`src/include/rvcb_map.vh`:
```
// Register offsets, field layout, masks and reset values of the voltage config bank
`ifndef RVCB_MAP_VH
`define RVCB_MAP_VH

// Register offsets (byte addresses on the 8-bit register port)
`define RVCB_CONV1_CONFIG          8'h2E
`define RVCB_CONV1_ACTIVE_VOLTAGE  8'h2F
`define RVCB_CONV1_SLEEP_VOLTAGE   8'h30
`define RVCB_CONV1_SCALING_VOLTAGE 8'h31
`define RVCB_CONV2_CONFIG          8'h32
`define RVCB_CONV2_ACTIVE_VOLTAGE  8'h33
`define RVCB_CONV2_SLEEP_VOLTAGE   8'h34
`define RVCB_CONV2_SCALING_VOLTAGE 8'h35
`define RVCB_CONV3_CONFIG          8'h36
`define RVCB_CONV4_CONFIG          8'h37
`define RVCB_CONV4_ACTIVE_VOLTAGE  8'h38
`define RVCB_CONV4_SLEEP_VOLTAGE   8'h39
`define RVCB_HOLE                  8'h3A
`define RVCB_LINREG1_ACTIVE_VOLTAGE 8'h3B
`define RVCB_LINREG1_SLEEP_VOLTAGE 8'h3C
`define RVCB_LINREG2_ACTIVE_VOLTAGE 8'h3D
`define RVCB_LINREG2_SLEEP_VOLTAGE 8'h3E
`define RVCB_LINREG3_ACTIVE_VOLTAGE 8'h3F
`define RVCB_LINREG3_SLEEP_VOLTAGE 8'h40
`define RVCB_LINREG4_ACTIVE_VOLTAGE 8'h41
`define RVCB_LINREG4_SLEEP_VOLTAGE 8'h42
`define RVCB_LINREG5_ACTIVE_VOLTAGE 8'h43
`define RVCB_LINREG5_SLEEP_VOLTAGE 8'h44
`define RVCB_FIRST                 8'h2E
`define RVCB_COUNT                 23

// Config field positions
`define RVCB_PHASE_BIT             6
`define RVCB_SLEW_HI               4
`define RVCB_SLEW_LO               3
`define RVCB_ILMIN_HI              2
`define RVCB_ILMIN_LO              0

// Writable bit masks; all other bits are reserved and read zero
`define RVCB_MASK_CFG_SLEW         8'h5F
`define RVCB_MASK_CFG_PLAIN        8'h47
`define RVCB_MASK_CODE6            8'h3F
`define RVCB_MASK_CODE5            8'h1F
`define RVCB_MASK_CODE4            8'h0F
`define RVCB_MASK_NONE             8'h00

// Reset values
`define RVCB_RST_CFG               8'h01
`define RVCB_RST_CONV4_CFG         8'h00
`define RVCB_RST_ZERO              8'h00

`endif

```
`src/rtl/rvcb_regbank.v`:
```
// Voltage and converter configuration register bank with output code selection
`timescale 1ns/1ps
//////////////////////////////////////////////////////////////////////////////
// Summary of operation
// - Converter config bit 6 selects inverted phase
// - Converters 1/2 slew code in bits 4:3
// - Minimum coil current code in bits 2:0
// - Converter 1-3 config resets to 0x01
// - Converter 4 config resets to 0x00
// - Converter 1/2 six-bit active voltage codes
// - Converter 1/2 six-bit sleep codes reset zero
// - Converter 1/2 six-bit scaling codes reset zero
// - Active codes reset from boot configuration
// - Converter 4 four-bit active/sleep codes
// - Linear regs 1,2,4,5 five-bit active codes
// - Linear regs 1,2,4,5 sleep codes reset zero
// - Linear reg 3 four-bit active/sleep codes
// - Linear reg 3 sleep code resets zero
// - Sleep allow enters sleep; clearing wakes
// - Scaling pin polarity selectable per pin
//////////////////////////////////////////////////////////////////////////////
`include "rvcb_map.vh"

module rvcb_regbank (
   // Clock and reset
   input  wire       i_clk,
   input  wire       i_rst,
   // Register port from the serial bus engine
   input  wire [7:0] i_addr,
   input  wire       i_wr,
   input  wire [7:0] i_wdata,
   output reg  [7:0] o_rdata,
   // Boot-defined active codes, taken while reset is high
   input  wire [7:0] i_boot_conv1_active,
   input  wire [7:0] i_boot_conv2_active,
   input  wire [7:0] i_boot_conv4_active,
   input  wire [7:0] i_boot_linreg1_active,
   input  wire [7:0] i_boot_linreg2_active,
   input  wire [7:0] i_boot_linreg3_active,
   input  wire [7:0] i_boot_linreg4_active,
   input  wire [7:0] i_boot_linreg5_active,
   // Device state and scaling pins
   input  wire       i_sleep_allow,
   input  wire       i_scaling_pin1,
   input  wire       i_scaling_pin1_polarity,
   input  wire       i_scaling_pin2,
   input  wire       i_scaling_pin2_polarity,
   output reg        o_sleep_state,
   output reg        o_wake_pulse,
   // Converter configuration fields
   output wire       o_conv1_phase_invert,
   output wire       o_conv2_phase_invert,
   output wire       o_conv3_phase_invert,
   output wire       o_conv4_phase_invert,
   output wire [1:0] o_conv1_scaling_slew,
   output wire [1:0] o_conv2_scaling_slew,
   output wire [2:0] o_conv1_min_coil_current,
   output wire [2:0] o_conv2_min_coil_current,
   output wire [2:0] o_conv3_min_coil_current,
   output wire [2:0] o_conv4_min_coil_current,
   // Codes presented to the regulators
   output reg  [5:0] o_conv1_code,
   output reg  [5:0] o_conv2_code,
   output reg  [3:0] o_conv4_code,
   output reg  [4:0] o_linreg1_code,
   output reg  [4:0] o_linreg2_code,
   output reg  [3:0] o_linreg3_code,
   output reg  [4:0] o_linreg4_code,
   output reg  [4:0] o_linreg5_code
);

   localparam ST_ACTIVE = 1'b0;
   localparam ST_SLEEP  = 1'b1;

   //////////////////////////////////////////////////////////////////////////
   // Writable bits per offset; reserved bits never store
   function [7:0] wmask;
      input [7:0] a;
      begin
         case (a)
            `RVCB_CONV1_CONFIG, `RVCB_CONV2_CONFIG:       wmask = `RVCB_MASK_CFG_SLEW;
            `RVCB_CONV3_CONFIG, `RVCB_CONV4_CONFIG:       wmask = `RVCB_MASK_CFG_PLAIN;
            `RVCB_CONV1_ACTIVE_VOLTAGE, `RVCB_CONV1_SLEEP_VOLTAGE,
            `RVCB_CONV1_SCALING_VOLTAGE, `RVCB_CONV2_ACTIVE_VOLTAGE,
            `RVCB_CONV2_SLEEP_VOLTAGE, `RVCB_CONV2_SCALING_VOLTAGE:
               wmask = `RVCB_MASK_CODE6;
            `RVCB_CONV4_ACTIVE_VOLTAGE, `RVCB_CONV4_SLEEP_VOLTAGE,
            `RVCB_LINREG3_ACTIVE_VOLTAGE, `RVCB_LINREG3_SLEEP_VOLTAGE:
               wmask = `RVCB_MASK_CODE4;
            `RVCB_LINREG1_ACTIVE_VOLTAGE, `RVCB_LINREG1_SLEEP_VOLTAGE,
            `RVCB_LINREG2_ACTIVE_VOLTAGE, `RVCB_LINREG2_SLEEP_VOLTAGE,
            `RVCB_LINREG4_ACTIVE_VOLTAGE, `RVCB_LINREG4_SLEEP_VOLTAGE,
            `RVCB_LINREG5_ACTIVE_VOLTAGE, `RVCB_LINREG5_SLEEP_VOLTAGE:
               wmask = `RVCB_MASK_CODE5;
            default: wmask = `RVCB_MASK_NONE;
         endcase
      end
   endfunction

   // Fixed reset word for registers without a boot value
   function [7:0] rst_val;
      input [7:0] a;
      begin
         case (a)
            `RVCB_CONV1_CONFIG, `RVCB_CONV2_CONFIG,
            `RVCB_CONV3_CONFIG: rst_val = `RVCB_RST_CFG;
            `RVCB_CONV4_CONFIG: rst_val = `RVCB_RST_CONV4_CFG;
            default:            rst_val = `RVCB_RST_ZERO;
         endcase
      end
   endfunction

   // Offsets whose reset word comes from boot
   function is_boot;
      input [7:0] a;
      begin
         case (a)
            `RVCB_CONV1_ACTIVE_VOLTAGE, `RVCB_CONV2_ACTIVE_VOLTAGE,
            `RVCB_CONV4_ACTIVE_VOLTAGE, `RVCB_LINREG1_ACTIVE_VOLTAGE,
            `RVCB_LINREG2_ACTIVE_VOLTAGE, `RVCB_LINREG3_ACTIVE_VOLTAGE,
            `RVCB_LINREG4_ACTIVE_VOLTAGE, `RVCB_LINREG5_ACTIVE_VOLTAGE:
               is_boot = 1'b1;
            default: is_boot = 1'b0;
         endcase
      end
   endfunction

   //////////////////////////////////////////////////////////////////////////
   // Boot words laid out by bank index, offset 0x2E at the low byte
   wire [8*`RVCB_COUNT-1:0] boot_flat;
   assign boot_flat = {8'h00, i_boot_linreg5_active, 8'h00, i_boot_linreg4_active,
                       8'h00, i_boot_linreg3_active, 8'h00, i_boot_linreg2_active,
                       8'h00, i_boot_linreg1_active, 8'h00, 8'h00,
                       i_boot_conv4_active, 8'h00, 8'h00, 8'h00, 8'h00,
                       i_boot_conv2_active, 8'h00, 8'h00, 8'h00,
                       i_boot_conv1_active, 8'h00};

   wire [7:0] bank_w [0:`RVCB_COUNT-1];

   //////////////////////////////////////////////////////////////////////////
   // One storage byte per offset; synchronous reset may sample boot ports
   genvar g;
   generate
      for (g = 0; g < `RVCB_COUNT; g = g + 1) begin : g_reg
         localparam [7:0] ADDR = `RVCB_FIRST + g;
         reg [7:0] val_q;
         always @(posedge i_clk) begin
            if (i_rst) begin
               if (is_boot(ADDR))
                  val_q <= boot_flat[8*g +: 8] & wmask(ADDR);
               else
                  val_q <= rst_val(ADDR);
            end else if (i_wr && (i_addr == ADDR)) begin
               val_q <= i_wdata & wmask(ADDR);
            end
         end
         assign bank_w[g] = val_q;
      end
   endgenerate

   //////////////////////////////////////////////////////////////////////////
   // Registered read, one cycle after the address; unmapped reads zero
   wire [7:0] roff;
   assign roff = i_addr - `RVCB_FIRST;

   always @(posedge i_clk) begin
      if (i_rst)
         o_rdata <= 8'h00;
      else if ((i_addr >= `RVCB_FIRST) && (roff < `RVCB_COUNT))
         o_rdata <= bank_w[roff[4:0]];
      else
         o_rdata <= 8'h00;
   end

   //////////////////////////////////////////////////////////////////////////
   // Configuration fields straight from storage flops
   assign o_conv1_phase_invert     = bank_w[0][`RVCB_PHASE_BIT];
   assign o_conv2_phase_invert     = bank_w[4][`RVCB_PHASE_BIT];
   assign o_conv3_phase_invert     = bank_w[8][`RVCB_PHASE_BIT];
   assign o_conv4_phase_invert     = bank_w[9][`RVCB_PHASE_BIT];
   assign o_conv1_scaling_slew     = bank_w[0][`RVCB_SLEW_HI:`RVCB_SLEW_LO];
   assign o_conv2_scaling_slew     = bank_w[4][`RVCB_SLEW_HI:`RVCB_SLEW_LO];
   assign o_conv1_min_coil_current = bank_w[0][`RVCB_ILMIN_HI:`RVCB_ILMIN_LO];
   assign o_conv2_min_coil_current = bank_w[4][`RVCB_ILMIN_HI:`RVCB_ILMIN_LO];
   assign o_conv3_min_coil_current = bank_w[8][`RVCB_ILMIN_HI:`RVCB_ILMIN_LO];
   assign o_conv4_min_coil_current = bank_w[9][`RVCB_ILMIN_HI:`RVCB_ILMIN_LO];

   //////////////////////////////////////////////////////////////////////////
   // Device state: sleep while allowed, wake pulse on leaving sleep
   reg state_d;
   always @* begin
      state_d = o_sleep_state;
      case (o_sleep_state)
         ST_ACTIVE: if (i_sleep_allow) state_d = ST_SLEEP;
         ST_SLEEP:  if (!i_sleep_allow) state_d = ST_ACTIVE;
         default:   state_d = ST_ACTIVE;
      endcase
   end

   always @(posedge i_clk) begin
      if (i_rst) begin
         o_sleep_state <= ST_ACTIVE;
         o_wake_pulse  <= 1'b0;
      end else begin
         o_sleep_state <= state_d;
         o_wake_pulse  <= (o_sleep_state == ST_SLEEP) && (state_d == ST_ACTIVE);
      end
   end

   //////////////////////////////////////////////////////////////////////////
   // Scaling pins: asserted when the level matches its polarity bit
   wire scale1;
   wire scale2;
   assign scale1 = (i_scaling_pin1 == i_scaling_pin1_polarity);
   assign scale2 = (i_scaling_pin2 == i_scaling_pin2_polarity);

   // Code selection; scaling outranks sleep so a pin can override a nap
   wire slp;
   assign slp = (o_sleep_state == ST_SLEEP);

   always @(posedge i_clk) begin
      if (i_rst) begin
         o_conv1_code   <= 6'h00;
         o_conv2_code   <= 6'h00;
         o_conv4_code   <= 4'h0;
         o_linreg1_code <= 5'h00;
         o_linreg2_code <= 5'h00;
         o_linreg3_code <= 4'h0;
         o_linreg4_code <= 5'h00;
         o_linreg5_code <= 5'h00;
      end else begin
         o_conv1_code   <= scale1 ? bank_w[3][5:0] :
                           (slp ? bank_w[2][5:0] : bank_w[1][5:0]);
         o_conv2_code   <= scale2 ? bank_w[7][5:0] :
                           (slp ? bank_w[6][5:0] : bank_w[5][5:0]);
         o_conv4_code   <= slp ? bank_w[11][3:0] : bank_w[10][3:0];
         o_linreg1_code <= slp ? bank_w[14][4:0] : bank_w[13][4:0];
         o_linreg2_code <= slp ? bank_w[16][4:0] : bank_w[15][4:0];
         o_linreg3_code <= slp ? bank_w[18][3:0] : bank_w[17][3:0];
         o_linreg4_code <= slp ? bank_w[20][4:0] : bank_w[19][4:0];
         o_linreg5_code <= slp ? bank_w[22][4:0] : bank_w[21][4:0];
      end
   end

endmodule // rvcb_regbank

```
`config.mk`:
```
export PLATFORM = sky130hd
export DESIGN_NAME = rvcb_regbank
export DESIGN_NICKNAME = d
export VERILOG_FILES = /design/src/rtl/rvcb_regbank.v
export VERILOG_INCLUDE_DIRS = /design/src /design/src/include
export SDC_FILE = /design/constraint.sdc
export NUM_CORES = 1
export LEC_CHECK = 0
export BUFFER_PORTS_ARGS = -buffer_cell sky130_fd_sc_hd__buf_2
export CAP_MARGIN = 40
export CORE_MARGIN = 10
export CORE_UTILIZATION = 28
export CTS_BUF_LIST = sky130_fd_sc_hd__clkbuf_4
export DETAILED_ROUTE_END_ITERATION = 8
export GPL_ROUTABILITY_DRIVEN = 0
export SETUP_SLACK_MARGIN = 0.02
export SYNTH_ARGS = -nofsm -noshare
export SYNTH_HDL_FRONTEND = slang
export SYNTH_SLANG_ARGS = --single-unit
```
`constraint.sdc`:
```
create_clock -name i_clk -period 2.63 [get_ports i_clk]
set_input_delay 0.526 -clock i_clk [delete_from_list [all_inputs] [get_ports i_clk]]
set_output_delay 0.526 -clock i_clk [all_outputs]
set_load 0.05 [all_outputs]
```
Word level (Yosys, flattened, before mapping)
Cells that the tools add are included.
{"block": "word_totals", "reg_bits": 162, "wordCells": 127, "output_inout_bits": 70}
{"block": "classes", "n_mux": 30, "addsub": 1, "n_lt_le_gt_ge": 3, "bitwise": 3, "reduce_logical": 33, "eq_ne": 24}
{"op": "8-bit by 6-bit == test with 1-bit output (second input constant)", "count": 17}
{"op": "5-bit 2-to-1 mux", "count": 12}
{"op": "6-bit 2-to-1 mux", "count": 8}
{"op": "8-bit binary-select mux with 5-bit select", "count": 1}
{"op": "8-bit by 7-bit == test with 1-bit output (second input constant)", "count": 5}
{"op": "1-bit logical AND", "count": 24}
{"op": "4-bit 2-to-1 mux", "count": 6}
{"op": "8-bit 2-to-1 mux", "count": 2}
{"op": "2-bit nonzero test", "count": 8}
{"op": "8-bit by 6-bit greater-or-equal comparator with 1-bit output (second input constant)", "count": 1}
{"op": "8-bit by 5-bit < comparator with 1-bit output (second input constant)", "count": 1}
{"op": "8-bit by 6-bit subtractor with 8-bit output (second input constant)", "count": 1}
{"op": "6-bit greater-or-equal comparator (second input constant)", "count": 1}
{"op": "5-bit inverter with 6-bit output", "count": 1}
{"op": "1-bit == test", "count": 2}
{"op": "1-bit inverter", "count": 2}
{"op": "2-bit OR reduction", "count": 1}
{"op": "1-bit 2-to-1 mux", "count": 1}

Logic depth before layout (Yosys ltp)
{"block": "logic_depth", "depth_word": 5, "mapped_depth": 8, "mapped_depth_nobuf": 6}

Worst setup path after synthesis
No wires, ideal clock.
{"block": "synth_timing", "path_kind": "input-to-reg", "startpoint": "input port i_addr[1]", "endpoint": "register o_rdata[4]", "setup_ns": 0.132, "setup_slack_ns": 0.591, "path_stages": 7, "t_arrival_ns": 1.907, "path_cell_list": "ha_1 buf_2 buf_4 mux4_2 mux2_2 a32oi_1 a21oi_1"}
{"block": "synth_via", "elab_chain_cells": 5, "elab_cells_between_ends": 10, "classes_between": "add/sub: 1; order compare: 2; mux: 3; bitwise: 2; reduce/logical: 2"}
{"element": "start: declaration", "line_no": "rvcb_regbank.v:29", "source": "input wire [7:0] i_addr,"}
{"element": "8-bit by 6-bit subtractor with 8-bit output (no line)"}
{"element": "5-bit inverter with 6-bit output (implied by the code) or 8-bit by 5-bit < comparator with 1-bit output (tied branches)"}
{"element": "8-bit binary-select mux with 5-bit select or 1-bit logical AND (tied branches)", "line_no": "rvcb_regbank.v:170, rvcb_regbank.v:169"}
{"element": "8-bit 2-to-1 mux (implied by the code) or 1-bit inverter (tied branches)"}
{"element": "8-bit 2-to-1 mux (implied by the code) or 2-bit OR reduction (tied branches)"}
{"element": "end signal: assignment", "line_no": "rvcb_regbank.v:170", "source": "o_rdata <= bank_w[roff[4:0]];"}
{"element": "end: declaration", "line_no": "rvcb_regbank.v:32", "source": "output reg [7:0] o_rdata,"}
Several ways; a longest one is shown, not always the timed one. The select of a mux whose other input is x is not followed.
A chain may end at the register's enable or synchronous reset.

Worst setup path after layout
{"block": "layout_timing", "startpoint": "register o_sleep_state", "endpoint": "output port o_sleep_state"}
{"element": "start: declaration", "line_no": "rvcb_regbank.v:48", "source": "output reg o_sleep_state,"}
{"element": "start signal: assignment", "line_no": "rvcb_regbank.v:205", "source": "o_sleep_state <= state_d;"}
No word-level cell between the ends.

==> summary.txt <==
Reg-to-Reg End = o_rdata[2]
Leading area contributor after synthesis = dfxtp_1
Wire per inst = 19.6 um
Async SR Flop Fraction = 0%
CP Capture Type = output pin
Crit-path max FO = 15
Drt total wl = 24.4 mm
Critical Path End = o_sleep_state
Synth warn = 0
PortBufs = 131
Layout cells sized above 1 = 24.9%
CTS Buf Count = 17
Pwr/cell area = 599 nW/um^2
Post-CTS Setup Bufs = 0
Setup crit start = o_sleep_state
Crit path max-delay family = flip-flops
Synthesized instance count = 783
Cells on Worst Hold Path = 2
Row count = 59
Hold buffers post-CTS = 0
Slew Limit Headroom = 61.8%
Via Count = 6126
Worst-path clk slew = 0.14 ns
CP Depth = 1
Root buffer cell = clkbuf_4
Die area = 33000 um^2
DRT antenna net count = 0
Lkg Pwr = 3.60 nW
Total gr overflow = 0
FF-to-FF setup slack = 1.01 ns
TritonCTS clock tree = built
Worst Path Class, Setup = reg2out
Status = completed
Most frequent cells in the layout = nand2_1 (160), buf_2 (130), dfxtp_1 (120)
Initial antenna violation count = 2
Commonest non-fill, non-tap cell in the layout = nand2_1
Gr usage total = 14.3%
Syn nets = 872
H-Tree Depth = 4
Clk sinks = 161
Vias in the first global route = 6120
Clock Path Buffers = 2
Initial Util = 28.3%
Arrival time at the worst endpoint = 1.66 ns
Synth top area cells = dfxtp_1 (33%), edfxtp_1 (16%), mux2i_1 (10%), nand2_1 (8.2%), a21oi_1 (4.3%)
Cell Chain, Critical Path = buf_2
Critical path startpoint category = flip-flop
DR DRC count = 0
Worst-margin pin slew = 0.573 ns
Die height = 182 um
Layout area overhead = 18.6%
Syn Std Cell Area = 7330 um^2
Endpoints failing setup = 0
Fmax = 0.457 GHz
Placeable Area = 25900 um^2
R2R Path Start = g_reg[5].val_q[2]
Clock Latency Late Sink = 0.57 ns
Top_reg_cell synth = dfxtp_1
Final min period = 2.19 ns
Seq cells post-synth = 161
CP peak stage delay = 0.72 ns
First-pass GRT wire length = 36.9 mm
RSZ-0062 raised after global routing = no
Die width = 182 um
HPWL Detailed = 18.1 mm
Worst clock skew = 0.0143 ns
Pins over their slew limit = 0
Tot Pwr = 5.21 mW
Initial drt markers = 514
Post-Syn Area per Cell = 9.36 um^2
Req. time, crit path = 2.10 ns
Setup TNS = 0 ns
Synth cell types = 55
DRT Pass-1 Iters = 5
Peak VDD IR = 0.000207 V
Bufs and invs on worst path = 1
Largest net degree at the start of global routing = 75
Worst path slowest cell = dfxtp_2
Synth top area share = 33.1%
Max cap viols = 0
I/O Pins = 158
Sequential area share after synthesis = 49.5%
Post-synth EDFFs = 40
Hold crit path type = in2reg
Reg2Reg Depth = 4
Fin. Hold Viols = 0
Post-cts repair resize count = 0
Period utilization = 83.2%
Fin nets = 985
Vias per inst = 4.92
-- worst min path at each step --
stage               slack (ns)               start                 end
floorplan                 0.45  g_reg[16].val_q[2]  g_reg[16].val_q[2]
global placement          0.45   g_reg[4].val_q[1]   g_reg[4].val_q[1]
detailed placement        0.46  g_reg[20].val_q[3]  g_reg[20].val_q[3]
CTS                       0.06       i_sleep_allow        o_wake_pulse
global route              0.05       i_sleep_allow        o_wake_pulse
finish                    0.11       i_sleep_allow        o_wake_pulse
-- flip-flops by register name (all words and copies together) (netlist names) --
name / flops
o_conv1_code: 6
g.val_q: 112
o_wake_pulse: 1
o_linreg1_code: 5
o_linreg5_code: 5
o_conv4_code: 4
o_linreg3_code: 4
o_rdata: 7
o_sleep_state: 1
o_conv2_code: 6
o_linreg4_code: 5
o_linreg2_code: 5
-- cell usage after synthesis, types with 7 or more instances --
library cell and number:
buf_4 7, clkbuf_1 39, nand2_1 160, mux2i_1 73
a211oi_1 12, mux2_2 9, nand3_1 61, mux4_2 10
edfxtp_1 40, a22oi_1 7, nor2_1 65, a21oi_1 63
dfxtp_1 121, buf_2 21
-- where the power goes --
| group | internal, mW | switching (mW) | total, mW | leakage [nW] |
|---|---|---|---|---|
| combinational | 0.258 | 0.556 | 0.814 | 2.05 |
| sequential | 2.65 | 0.0588 | 2.71 | 1.37 |
| clock | 0.692 | 0.987 | 1.68 | 0.176 |
-- metal layers --
| metal | track usage (%) | wire, um | part of all wire [%] | vias to the layer above |
|---|---|---|---|---|
| met3 | 4.08 | 1640 | 6.7 | 30 |
| met2 | 21.9 | 11100 | 45 | 211 |
| met5 | 0 | 12 | 0.049 | - |
| met4 | 4.95 | 502 | 2.1 | 2 |
| met1 | 18.8 | 11200 | 46 | 2900 |
| li1 | - | - | - | 2983 |
-- final cells by class --
type / count / area [um^2]
Multi-Input combinational cell: 548 / 3350
Sequential cell: 161 / 3620
Inverter: 4 / 15.0
Timing Repair Buffer: 164 / 956
Clock buffer: 17 / 128
Fill cell: 2673 / 17200
Antenna cell: 1 / 2.50
Clock inverter: 15 / 196
Tap cell: 335 / 419
-- per-stage QoR --
stage / util [%] / hold slack (ns) / setup WS [ns] / cells / instance area, um^2
after floorplan: - / 0.446 / 0.591 / 783 / 7330
after global placement: 32.3 / 0.451 / 0.206 / 1212 / 8360
after detailed placement: 32.3 / 0.463 / 0.207 / 1212 / 8360
after CTS: 33.5 / 0.0603 / 0.388 / 1244 / 8690
after global routing: 33.5 / 0.0541 / 0.339 / 1245 / 8690
final: 33.5 / 0.105 / 0.443 / 1245 / 8690
-- cell families after synthesis --
kind of cell             Yosys count  synth area share (%)
multiplexers                      92                  14.4
AO/OA/AOI/OAI                    122                  10.8
XOR/XNOR                           7                 0.837
AND/OR/NAND/NOR                  325                  19.4
buffers and inverters             74                  4.82
flip-flops                       161                  49.5
other                              1                0.0512
adder cells (fa/ha/maj)            1                 0.171
No activity file was read; power rests on OpenSTA's default activity.
